### config.mk
export PLATFORM = sky130hd
export DESIGN_NAME = t1pwm_core
export DESIGN_NICKNAME = d
export VERILOG_FILES = /design/src/rtl/t1pwm_pkg.sv /design/src/rtl/t1pwm_edge.sv /design/src/rtl/t1pwm_prescale.sv /design/src/rtl/t1pwm_core.sv
export VERILOG_INCLUDE_DIRS = /design/src /design/src/rtl
export SDC_FILE = /design/constraint.sdc
export NUM_CORES = 1
export LEC_CHECK = 0
export BUFFER_PORTS_ARGS = -buffer_cell sky130_fd_sc_hd__buf_2
export CAP_MARGIN = 30
export CORE_ASPECT_RATIO = 0.9
export CORE_MARGIN = 2
export CORE_UTILIZATION = 23
export DETAILED_ROUTE_END_ITERATION = 16
export SYNTH_ARGS = -nofsm -noshare
export SYNTH_HDL_FRONTEND = slang
export SYNTH_HIERARCHICAL = 1
export SYNTH_SLANG_ARGS = --single-unit
### constraint.sdc
create_clock -name clk_sys -period 3.7 [get_ports clk_sys]
set_input_delay 0.37 -clock clk_sys [delete_from_list [all_inputs] [get_ports clk_sys]]
set_output_delay 0.37 -clock clk_sys [all_outputs]
set_load 0.02 [all_outputs]
### src/rtl/t1pwm_cfg.svh
// register offsets, field positions and reset values of the timer/pulse/buzzer block
`ifndef T1PWM_CFG_SVH
`define T1PWM_CFG_SVH

// register offsets
`define T1PWM_ADDR_COUNT   4'h0
`define T1PWM_ADDR_CTRL1   4'h1
`define T1PWM_ADDR_CTRL2   4'h2
`define T1PWM_ADDR_DUTY    4'h3
`define T1PWM_ADDR_PSCNT   4'h4
`define T1PWM_ADDR_BUZZ    4'h5
`define T1PWM_ADDR_STATUS  4'h6
`define T1PWM_ADDR_MASK    4'h7

// timer_control_one fields
`define T1PWM_C1_EN        0
`define T1PWM_C1_RL        1
`define T1PWM_C1_OS        2
`define T1PWM_C1_ACTLOW    6
`define T1PWM_C1_OUTEN     7
`define T1PWM_C1_RDMASK    8'h07

// timer_control_two fields
`define T1PWM_C2_SEL_LSB   0
`define T1PWM_C2_PSDIS     3
`define T1PWM_C2_EDGE      4
`define T1PWM_C2_SRC       5
`define T1PWM_C2_RDMASK    8'h3F

// buzzer_control fields
`define T1PWM_BZ_EN        7

// interrupt status bits
`define T1PWM_IRQ_UNDER    0
`define T1PWM_IRQ_MATCH    1
`define T1PWM_IRQ_W        2

// reset values and counter limits
`define T1PWM_RST_C1       8'h00
`define T1PWM_RST_C2       8'h3F
`define T1PWM_RST_BZ       8'h0F
`define T1PWM_RST_PS       8'hFF
`define T1PWM_RST_BYTE     8'h00
`define T1PWM_TOP          8'hFF
`define T1PWM_ZERO         8'h00

`endif

### src/rtl/t1pwm_pkg.sv
// types shared by the timer/pulse/buzzer block
`default_nettype none

package t1pwm_pkg;

    typedef struct packed {
        logic [3:0] addr;
        logic [7:0] wdata;
        logic       wr;
        logic       rd;
    } t1pwm_bus_req_t;

    typedef enum logic [1:0] {
        T1PWM_IDLE = 2'b00,
        T1PWM_RUN  = 2'b01,
        T1PWM_DONE = 2'b10
    } t1pwm_state_t;

endpackage : t1pwm_pkg

`default_nettype wire

### src/rtl/t1pwm_edge.sv
// edge detector for synchronous input pins
`timescale 1ns/1ps
`default_nettype none

module t1pwm_edge #(
    parameter int W = 1
) (
    // clock and reset
    input  wire logic         clk_sys,
    input  wire logic         sys_rst,
    // sampled level and edges
    input  wire logic [W-1:0] d,
    output logic      [W-1:0] rise,
    output logic      [W-1:0] fall
);

    logic [W-1:0] prev_r;

    always_ff @(posedge clk_sys) begin
        if (sys_rst) begin
            prev_r <= '0;
        end else begin
            prev_r <= d;
        end
    end

    assign rise = d & ~prev_r;
    assign fall = ~d & prev_r;

endmodule : t1pwm_edge

`default_nettype wire

### src/rtl/t1pwm_prescale.sv
// eight-bit down-counting prescaler with selectable divide tap
`timescale 1ns/1ps
`include "t1pwm_cfg.svh"
`default_nettype none

module t1pwm_prescale (
    // clock and reset
    input  wire logic       clk_sys,
    input  wire logic       sys_rst,
    // control
    input  wire logic       step,
    input  wire logic [2:0] sel,
    // state and divided tick
    output logic      [7:0] cnt_r,
    output logic            tick
);

    logic [7:0] low_mask;

    // sel 0 looks at one bit (1:2), sel 7 at all eight (1:256)
    assign low_mask = 8'hFF >> (3'h7 - sel);
    assign tick     = step && ((cnt_r & low_mask) == 8'h00);

    always_ff @(posedge clk_sys) begin
        if (sys_rst) begin
            cnt_r <= `T1PWM_RST_PS;
        end else if (step) begin
            cnt_r <= cnt_r - 8'h01;
        end
    end

endmodule : t1pwm_prescale

`default_nettype wire

### src/rtl/t1pwm_core.sv
// eight-bit down timer with prescaler, pulse output and buzzer output
//
// Added by the designer: the strobed register port.
`timescale 1ns/1ps
`include "t1pwm_cfg.svh"
`default_nettype none

module t1pwm_core import t1pwm_pkg::*; (
    // clock and reset
    input  wire logic           clk_sys,
    input  wire logic           sys_rst,
    // register port
    input  wire t1pwm_bus_req_t bus_req,
    output logic [7:0]          rd_data,
    // external count clock
    input  wire logic           external_count_clock_pin,
    // port logic that owns the pin when the pulse is off
    input  wire logic           gpio_out,
    input  wire logic           gpio_oe,
    // pulse pin
    output logic                pulse_pin_out,
    output logic                pulse_pin_oe,
    // buzzer and interrupt
    output logic                buzzer_out,
    output logic                irq
);

    // ------------------------------------------------------------
    // register state
    // ------------------------------------------------------------
    logic [7:0]   count_r;
    logic [7:0]   reload_r;
    logic [7:0]   ctrl1_r;
    logic [7:0]   ctrl2_r;
    logic [7:0]   duty_r;
    logic [7:0]   buzz_r;
    logic [`T1PWM_IRQ_W-1:0] status_r;
    logic [`T1PWM_IRQ_W-1:0] mask_r;
    logic [`T1PWM_IRQ_W-1:0] status_nxt;
    logic [`T1PWM_IRQ_W-1:0] events;
    logic [`T1PWM_IRQ_W-1:0] clr_bits;
    t1pwm_state_t state_r;
    t1pwm_state_t state_nxt;
    logic         pwm_act_r;
    logic [7:0]   ps_cnt;
    logic         ps_tick;

    // ------------------------------------------------------------
    // write decode
    // ------------------------------------------------------------
    logic w_count;
    logic w_ctrl1;
    logic w_ctrl2;
    logic w_duty;
    logic w_buzz;
    logic w_status;
    logic w_mask;

    assign w_count  = bus_req.wr && (bus_req.addr == `T1PWM_ADDR_COUNT);
    assign w_ctrl1  = bus_req.wr && (bus_req.addr == `T1PWM_ADDR_CTRL1);
    assign w_ctrl2  = bus_req.wr && (bus_req.addr == `T1PWM_ADDR_CTRL2);
    assign w_duty   = bus_req.wr && (bus_req.addr == `T1PWM_ADDR_DUTY);
    assign w_buzz   = bus_req.wr && (bus_req.addr == `T1PWM_ADDR_BUZZ);
    assign w_status = bus_req.wr && (bus_req.addr == `T1PWM_ADDR_STATUS);
    assign w_mask   = bus_req.wr && (bus_req.addr == `T1PWM_ADDR_MASK);

    // ------------------------------------------------------------
    // control fields
    // ------------------------------------------------------------
    logic       timer_enable_bit;
    logic       reload_select;
    logic       one_shot_select;
    logic       pulse_active_low;
    logic       pulse_output_enable;
    logic [2:0] prescale_ratio;
    logic       prescale_disable_n;
    logic       ext_edge_select;
    logic       count_clock_source;
    logic       buzzer_enable;
    logic [3:0] buzzer_freq_select;

    assign timer_enable_bit    = ctrl1_r[`T1PWM_C1_EN];
    assign reload_select       = ctrl1_r[`T1PWM_C1_RL];
    assign one_shot_select     = ctrl1_r[`T1PWM_C1_OS];
    assign pulse_active_low    = ctrl1_r[`T1PWM_C1_ACTLOW];
    assign pulse_output_enable = ctrl1_r[`T1PWM_C1_OUTEN];
    assign prescale_ratio      = ctrl2_r[`T1PWM_C2_SEL_LSB +: 3];
    assign prescale_disable_n  = ctrl2_r[`T1PWM_C2_PSDIS];
    assign ext_edge_select     = ctrl2_r[`T1PWM_C2_EDGE];
    assign count_clock_source  = ctrl2_r[`T1PWM_C2_SRC];
    assign buzzer_enable       = buzz_r[`T1PWM_BZ_EN];
    assign buzzer_freq_select  = buzz_r[3:0];

    // ------------------------------------------------------------
    // configuration registers
    // ------------------------------------------------------------
    always_ff @(posedge clk_sys) begin
        if (sys_rst) begin
            ctrl1_r <= `T1PWM_RST_C1;
            ctrl2_r <= `T1PWM_RST_C2;
            duty_r  <= `T1PWM_RST_BYTE;
            buzz_r  <= `T1PWM_RST_BZ;
            mask_r  <= '0;
        end else begin
            if (w_ctrl1) begin
                ctrl1_r <= bus_req.wdata;
            end
            if (w_ctrl2) begin
                // ratio changes are only safe with the prescaler off; not enforced
                ctrl2_r <= bus_req.wdata & `T1PWM_C2_RDMASK;
            end
            if (w_duty) begin
                duty_r <= bus_req.wdata;
            end
            if (w_buzz) begin
                buzz_r <= bus_req.wdata;
            end
            if (w_mask) begin
                mask_r <= bus_req.wdata[`T1PWM_IRQ_W-1:0];
            end
        end
    end

    // ------------------------------------------------------------
    // count source and prescaler
    // ------------------------------------------------------------
    logic ext_rise;
    logic ext_fall;
    logic src_step;
    logic run;
    logic tmr_tick;
    logic underflow;

    t1pwm_edge #(
        .W (1)
    ) u_ext_edge (
        .clk_sys (clk_sys),
        .sys_rst (sys_rst),
        .d       (external_count_clock_pin),
        .rise    (ext_rise),
        .fall    (ext_fall)
    );

    // instruction clock ticks every cycle; external pin on the chosen edge
    assign src_step = count_clock_source
                    ? (ext_edge_select ? ext_fall : ext_rise)
                    : 1'b1;

    assign run = timer_enable_bit && (state_r == T1PWM_RUN);

    t1pwm_prescale u_prescale (
        .clk_sys (clk_sys),
        .sys_rst (sys_rst),
        .step    (run && src_step && !prescale_disable_n),
        .sel     (prescale_ratio),
        .cnt_r   (ps_cnt),
        .tick    (ps_tick)
    );

    assign tmr_tick  = run && (prescale_disable_n ? src_step : ps_tick);
    // a software write to the count takes priority over a tick
    assign underflow = tmr_tick && (count_r == `T1PWM_ZERO) && !w_count;

    // ------------------------------------------------------------
    // run state
    // ------------------------------------------------------------
    always_comb begin
        state_nxt = state_r;
        unique case (state_r)
            T1PWM_IDLE: begin
                if (timer_enable_bit) begin
                    state_nxt = T1PWM_RUN;
                end
            end
            T1PWM_RUN: begin
                if (!timer_enable_bit) begin
                    state_nxt = T1PWM_IDLE;
                end else if (underflow && one_shot_select) begin
                    state_nxt = T1PWM_DONE;
                end
            end
            T1PWM_DONE: begin
                if (!timer_enable_bit) begin
                    state_nxt = T1PWM_IDLE;
                end else if (w_count) begin
                    state_nxt = T1PWM_RUN;
                end
            end
            default: begin
                state_nxt = T1PWM_IDLE;
            end
        endcase
    end

    always_ff @(posedge clk_sys) begin
        if (sys_rst) begin
            state_r <= T1PWM_IDLE;
        end else begin
            state_r <= state_nxt;
        end
    end

    // ------------------------------------------------------------
    // counter and reload
    // ------------------------------------------------------------
    always_ff @(posedge clk_sys) begin
        if (sys_rst) begin
            count_r  <= `T1PWM_RST_BYTE;
            reload_r <= `T1PWM_RST_BYTE;
        end else if (w_count) begin
            count_r  <= bus_req.wdata;
            reload_r <= bus_req.wdata;
        end else if (underflow) begin
            if (one_shot_select) begin
                count_r <= `T1PWM_ZERO;
            end else if (reload_select) begin
                count_r <= reload_r;
            end else begin
                count_r <= `T1PWM_TOP;
            end
        end else if (tmr_tick) begin
            count_r <= count_r - 8'h01;
        end
    end

    // ------------------------------------------------------------
    // pulse generator
    // ------------------------------------------------------------
    logic match;

    assign match = run && (count_r == duty_r);

    // period is set by the reload value when reload_select is set, duty by the compare point
    always_ff @(posedge clk_sys) begin
        if (sys_rst) begin
            pwm_act_r <= 1'b0;
        end else if ((state_r == T1PWM_IDLE) || underflow) begin
            pwm_act_r <= 1'b0;
        end else if (match) begin
            pwm_act_r <= 1'b1;
        end
    end

    always_ff @(posedge clk_sys) begin
        if (sys_rst) begin
            pulse_pin_out <= 1'b0;
            pulse_pin_oe  <= 1'b0;
        end else if (pulse_output_enable) begin
            pulse_pin_out <= pwm_act_r ^ pulse_active_low;
            pulse_pin_oe  <= 1'b1;
        end else begin
            pulse_pin_out <= gpio_out;
            pulse_pin_oe  <= gpio_oe;
        end
    end

    // ------------------------------------------------------------
    // buzzer
    // ------------------------------------------------------------
    logic buzz_src;

    // prescaler bit k toggles at 1:2^(k+1) of the count source
    assign buzz_src = buzzer_freq_select[3] ? count_r[buzzer_freq_select[2:0]]
                                            : ps_cnt[buzzer_freq_select[2:0]];

    always_ff @(posedge clk_sys) begin
        if (sys_rst) begin
            buzzer_out <= 1'b0;
        end else begin
            buzzer_out <= buzzer_enable && buzz_src;
        end
    end

    // ------------------------------------------------------------
    // interrupt status
    // ------------------------------------------------------------
    assign events[`T1PWM_IRQ_UNDER] = underflow;
    assign events[`T1PWM_IRQ_MATCH] = match && !pwm_act_r && !underflow;
    assign clr_bits   = w_status ? bus_req.wdata[`T1PWM_IRQ_W-1:0] : '0;
    // a new event in the clearing cycle survives
    assign status_nxt = (status_r & ~clr_bits) | events;

    always_ff @(posedge clk_sys) begin
        if (sys_rst) begin
            status_r <= '0;
            irq      <= 1'b0;
        end else begin
            status_r <= status_nxt;
            irq      <= |(status_nxt & mask_r);
        end
    end

    // ------------------------------------------------------------
    // read port
    // ------------------------------------------------------------
    always_ff @(posedge clk_sys) begin
        if (sys_rst) begin
            rd_data <= 8'h00;
        end else if (bus_req.rd) begin
            unique case (bus_req.addr)
                `T1PWM_ADDR_COUNT:  rd_data <= count_r;
                `T1PWM_ADDR_CTRL1:  rd_data <= ctrl1_r & `T1PWM_C1_RDMASK;
                `T1PWM_ADDR_CTRL2:  rd_data <= ctrl2_r;
                `T1PWM_ADDR_PSCNT:  rd_data <= ps_cnt;
                `T1PWM_ADDR_STATUS: rd_data <= {6'h00, status_r};
                `T1PWM_ADDR_MASK:   rd_data <= {6'h00, mask_r};
                default:            rd_data <= 8'h00;
            endcase
        end else begin
            rd_data <= 8'h00;
        end
    end
endmodule : t1pwm_core

`default_nettype wire

==> flow_summary_export.csv <==
group,metric,value,unit
run_status,status,"finished clean",
final_layout,layout_commonest_cell,"dfxtp_1",
synth,synth_edf_count,0,
sta,slew_viol_final,0,
critical_path,critical_path_class,"register to register",
critical_path,crit_path_frequent_cell,"nor2_1",
place,gp_congestion,0.8519,
final_layout,num_antenna_cells,0,
critical_path,startpoint_type,"register",
synth,syn_inst,389,
sta,holdWs,0.2705,ns
synth,synthMuxAreaShare,11.40,%
clock_network,cts_tree,"done",
power,irDropWorstVdd,0.2393,mV
place,dpl.hpwl,6.361,mm
final_layout,layout-drive-gt1-share,15.69,%
global_routing,grt_use_total,11.85,%
critical_path,critPathSlowestCell,"a2111oi_1",
sta,layout_min_cycle_time,3.162,ns
sta,period_share,85.47,%
synth,yosysWarningCount,6,
global_routing,overflow,0,
clock_network,cts_resized,0,
critical_path,critPathMaxFanout,6,
sta,fmax,316.2,MHz
floorplan,initial_utilization,23.37,%
global_routing,grt_pass1_wl,14.80,mm
critical_path,rr_worst_depth,10,
sta,worst_slack,0.5377,ns
floorplan,io_pins,31,
route,vias,2927,
clock_network,holdBufCountCts,0,
sta,tightest_slew,0.6369,ns
final_layout,design_area,3998,um2
synth,syn-num-nets,411,
hold_path,holdCritPathClass,"primary input to register",
clock_network,cts_sinks,68,
floorplan,die_h,119.8,um
floorplan,num_rows,42,
critical_path,arrival,3.42,ns
hold_path,holdCritStartpoint,"gpio_oe",
final_layout,fin_nets,427,
floorplan,die_area,15890,um2
route,drt-total-wl,9.116,mm
place,dpl_cell_area,3706,um2
sta,skew,0.008077,ns
power,p_per_area,427.8,nW/um2
route,drc,0,
critical_path,rrSetupSlack,0.54,ns
synth,synth_top_cell_by_area,"dfxtp_1",
place,pre_cts_slack,0.5153,ns
synth,synth_top_family_by_area,"simple AND/OR/NAND/NOR gates",
synth,synth.ff_latch_count,68,
sta,slew_headroom,57.36,%
route,viasPerCell,4.830,
clock_network,clockRootBuffer,"clkbuf_16",
critical_path,cp.required,3.96,ns
synth,async_flop_share,0,%
hold_path,min_path_cells,3,
hold_path,whs_endpoint,"pulse_pin_oe",
sta,tns,0,ns
final_layout,area_growth,16.69,%
clock_network,clk_pin_slew,0.05,ns
route,drtIter0Drc,300,
place,dp_cells,592,
critical_path,reg2reg_from,"ctrl1_r[0]",
synth,yosys_most_used_dff,"dfxtp_1",
critical_path,worstSetupEndpointType,"register",
floorplan,core_area,14660,um2
floorplan,die_x,132.6,um
power,p_total,1.710,mW
clock_network,clk_latency,0.33,ns
global_routing,grt_pass1_vias,2766,
synth,yosysTopAreaCellShare,39.74,%
clock_network,numCtsBuffers,9,
power,leakage,1.508,nW
sta,rsz0062_at_grt,"no",
synth,synth_simple_gate_area_share,22.32,%
sta,finalSetupViolCount,0,
synth,synth-xor-area-share,4.091,%
sta,hold_violations,0,
route,firstDrtPassIters,5,
clock_network,max-clock-path-buffers,2,
synth,synth_area,3426,um2
place,portBuffers,30,
global_routing,antenna_found_initial,0,
route,post_drt_wl_per_cell,15.04,um
clock_network,htreeDepth,3,
critical_path,crit_chain,"nand3b_1, a211oi_1, nor4b_4, o311ai_1, a2111oi_1, nor2_1, a311o_1, nor2_1, o211ai_1, a31oi_1",
synth,ys_top_cells_by_area,"dfxtp_1 40%, mux2i_1 7.0%, nand2_1 4.8%",
flow_run,maxCapViolCount,0,
synth,synthAdderAreaFrac,1.096,%
global_routing,grt_max_degree,47,
synth,yosysSeqAreaShare,39.74,%
critical_path,reg2reg_to,"count_r[0]",
synth,postSynthAreaPerCell,8.807,um2
synth,synth_compound_area_share,15.52,%
synth,synthDistinctLibCells,60,
final_layout,layout_common_cells,"68 x dfxtp_1, 44 x nand2_1, 37 x nor2_1",
final_layout,fin_cells,606,
final_layout,fin_util,27.27,%
route,ant_nets,0,
clock_network,cts_setup_buffers,0,
critical_path,slowest_delay,0.41,ns
==> cell usage after synthesis (2+ instances only) <==
library cell  instances
xnor2_1              14
and2_1                2
o41ai_2               2
nand2_1              44
and3_1                2
clkbuf_1             16
nor3_1                6
a211o_1               5
o31ai_1               2
o22ai_1               5
mux2_2                3
a211oi_1              2
mux4_2                4
or3_1                 2
o21ai_0               9
a31oi_1               7
mux2i_1              24
nand3_1              12
a22oi_1               4
dfxtp_1              68
inv_1                16
nor3b_1               2
nor2b_1              11
xor2_1                2
o211ai_1              6
or4_1                 3
buf_6                 3
buf_2                 7
nand3b_1             10
ha_1                  3
a21boi_0              3
nor2_1               37
a21oi_1              25
nand4_1               2
==> layout make-up <==
type | count | area, um2
Fill cell | 1557 | 10660
Multi-Input combinational cell | 277 | 1864
Sequential cell | 68 | 1361
Clock buffer | 12 | 256.5
Tap cell | 198 | 247.7
Timing Repair Buffer | 33 | 172.7
Inverter | 16 | 60.06
Clock inverter | 2 | 35.03
==> state kept, by name (all words and copies together), names as in the netlist <==
signal	flops
reload_r	8
ctrl2_r	6
ctrl1_r	5
status_r	2
irq	1
u_prescale/cnt_r	8
u_ext_edge/prev_r	1
buzzer_out	1
rd_data	8
pulse_pin_out	1
mask_r	2
duty_r	8
pwm_act_r	1
state_r	2
buzz_r	5
count_r	8
pulse_pin_oe	1
==> critical path, delay by kind of cell (launching register included) <==
kind | cells | cell delay [ns]
AND/OR/NAND/NOR | 4 | 1.05
flip-flops | 1 | 0.39
AO/OA/AOI/OAI | 6 | 1.64
==> worst max path at each step <==
stage	from	end	depth (start not counted)
after floorplan	external_count_clock_pin	count_r[7]	13
after global placement	external_count_clock_pin	irq	12
after detailed placement	external_count_clock_pin	irq	12
after CTS	ctrl1_r[0]	irq	10
after global routing	ctrl1_r[0]	count_r[4]	10
final	ctrl1_r[0]	count_r[0]	10
==> per-layer routing <==
layer  GRT usage, %  share of wire, %  vias up
met2          17.55                44       95
met1          16.75                50     1410
met4          3.495              0.67        0
li1               -                 -     1415
met5              0                 0        -
met3          3.295               5.7        7
==> power breakdown <==
part / switching [mW] / internal (mW)
Combinational: 0.0670 / 0.0418
Sequential: 0.0107 / 0.743
Clock: 0.298 / 0.549
==> cells by family after synthesis <==
| logic type | after synthesis |
|---|---|
| AND/OR/NAND/NOR | 147 |
| AO/OA/AOI/OAI | 79 |
| flip-flops | 68 |
| buffers and inverters | 44 |
| multiplexers | 32 |
| XOR/XNOR | 16 |
| adder cells (fa/ha/maj) | 3 |
Note: power is estimated with default switching activity, not from simulation.
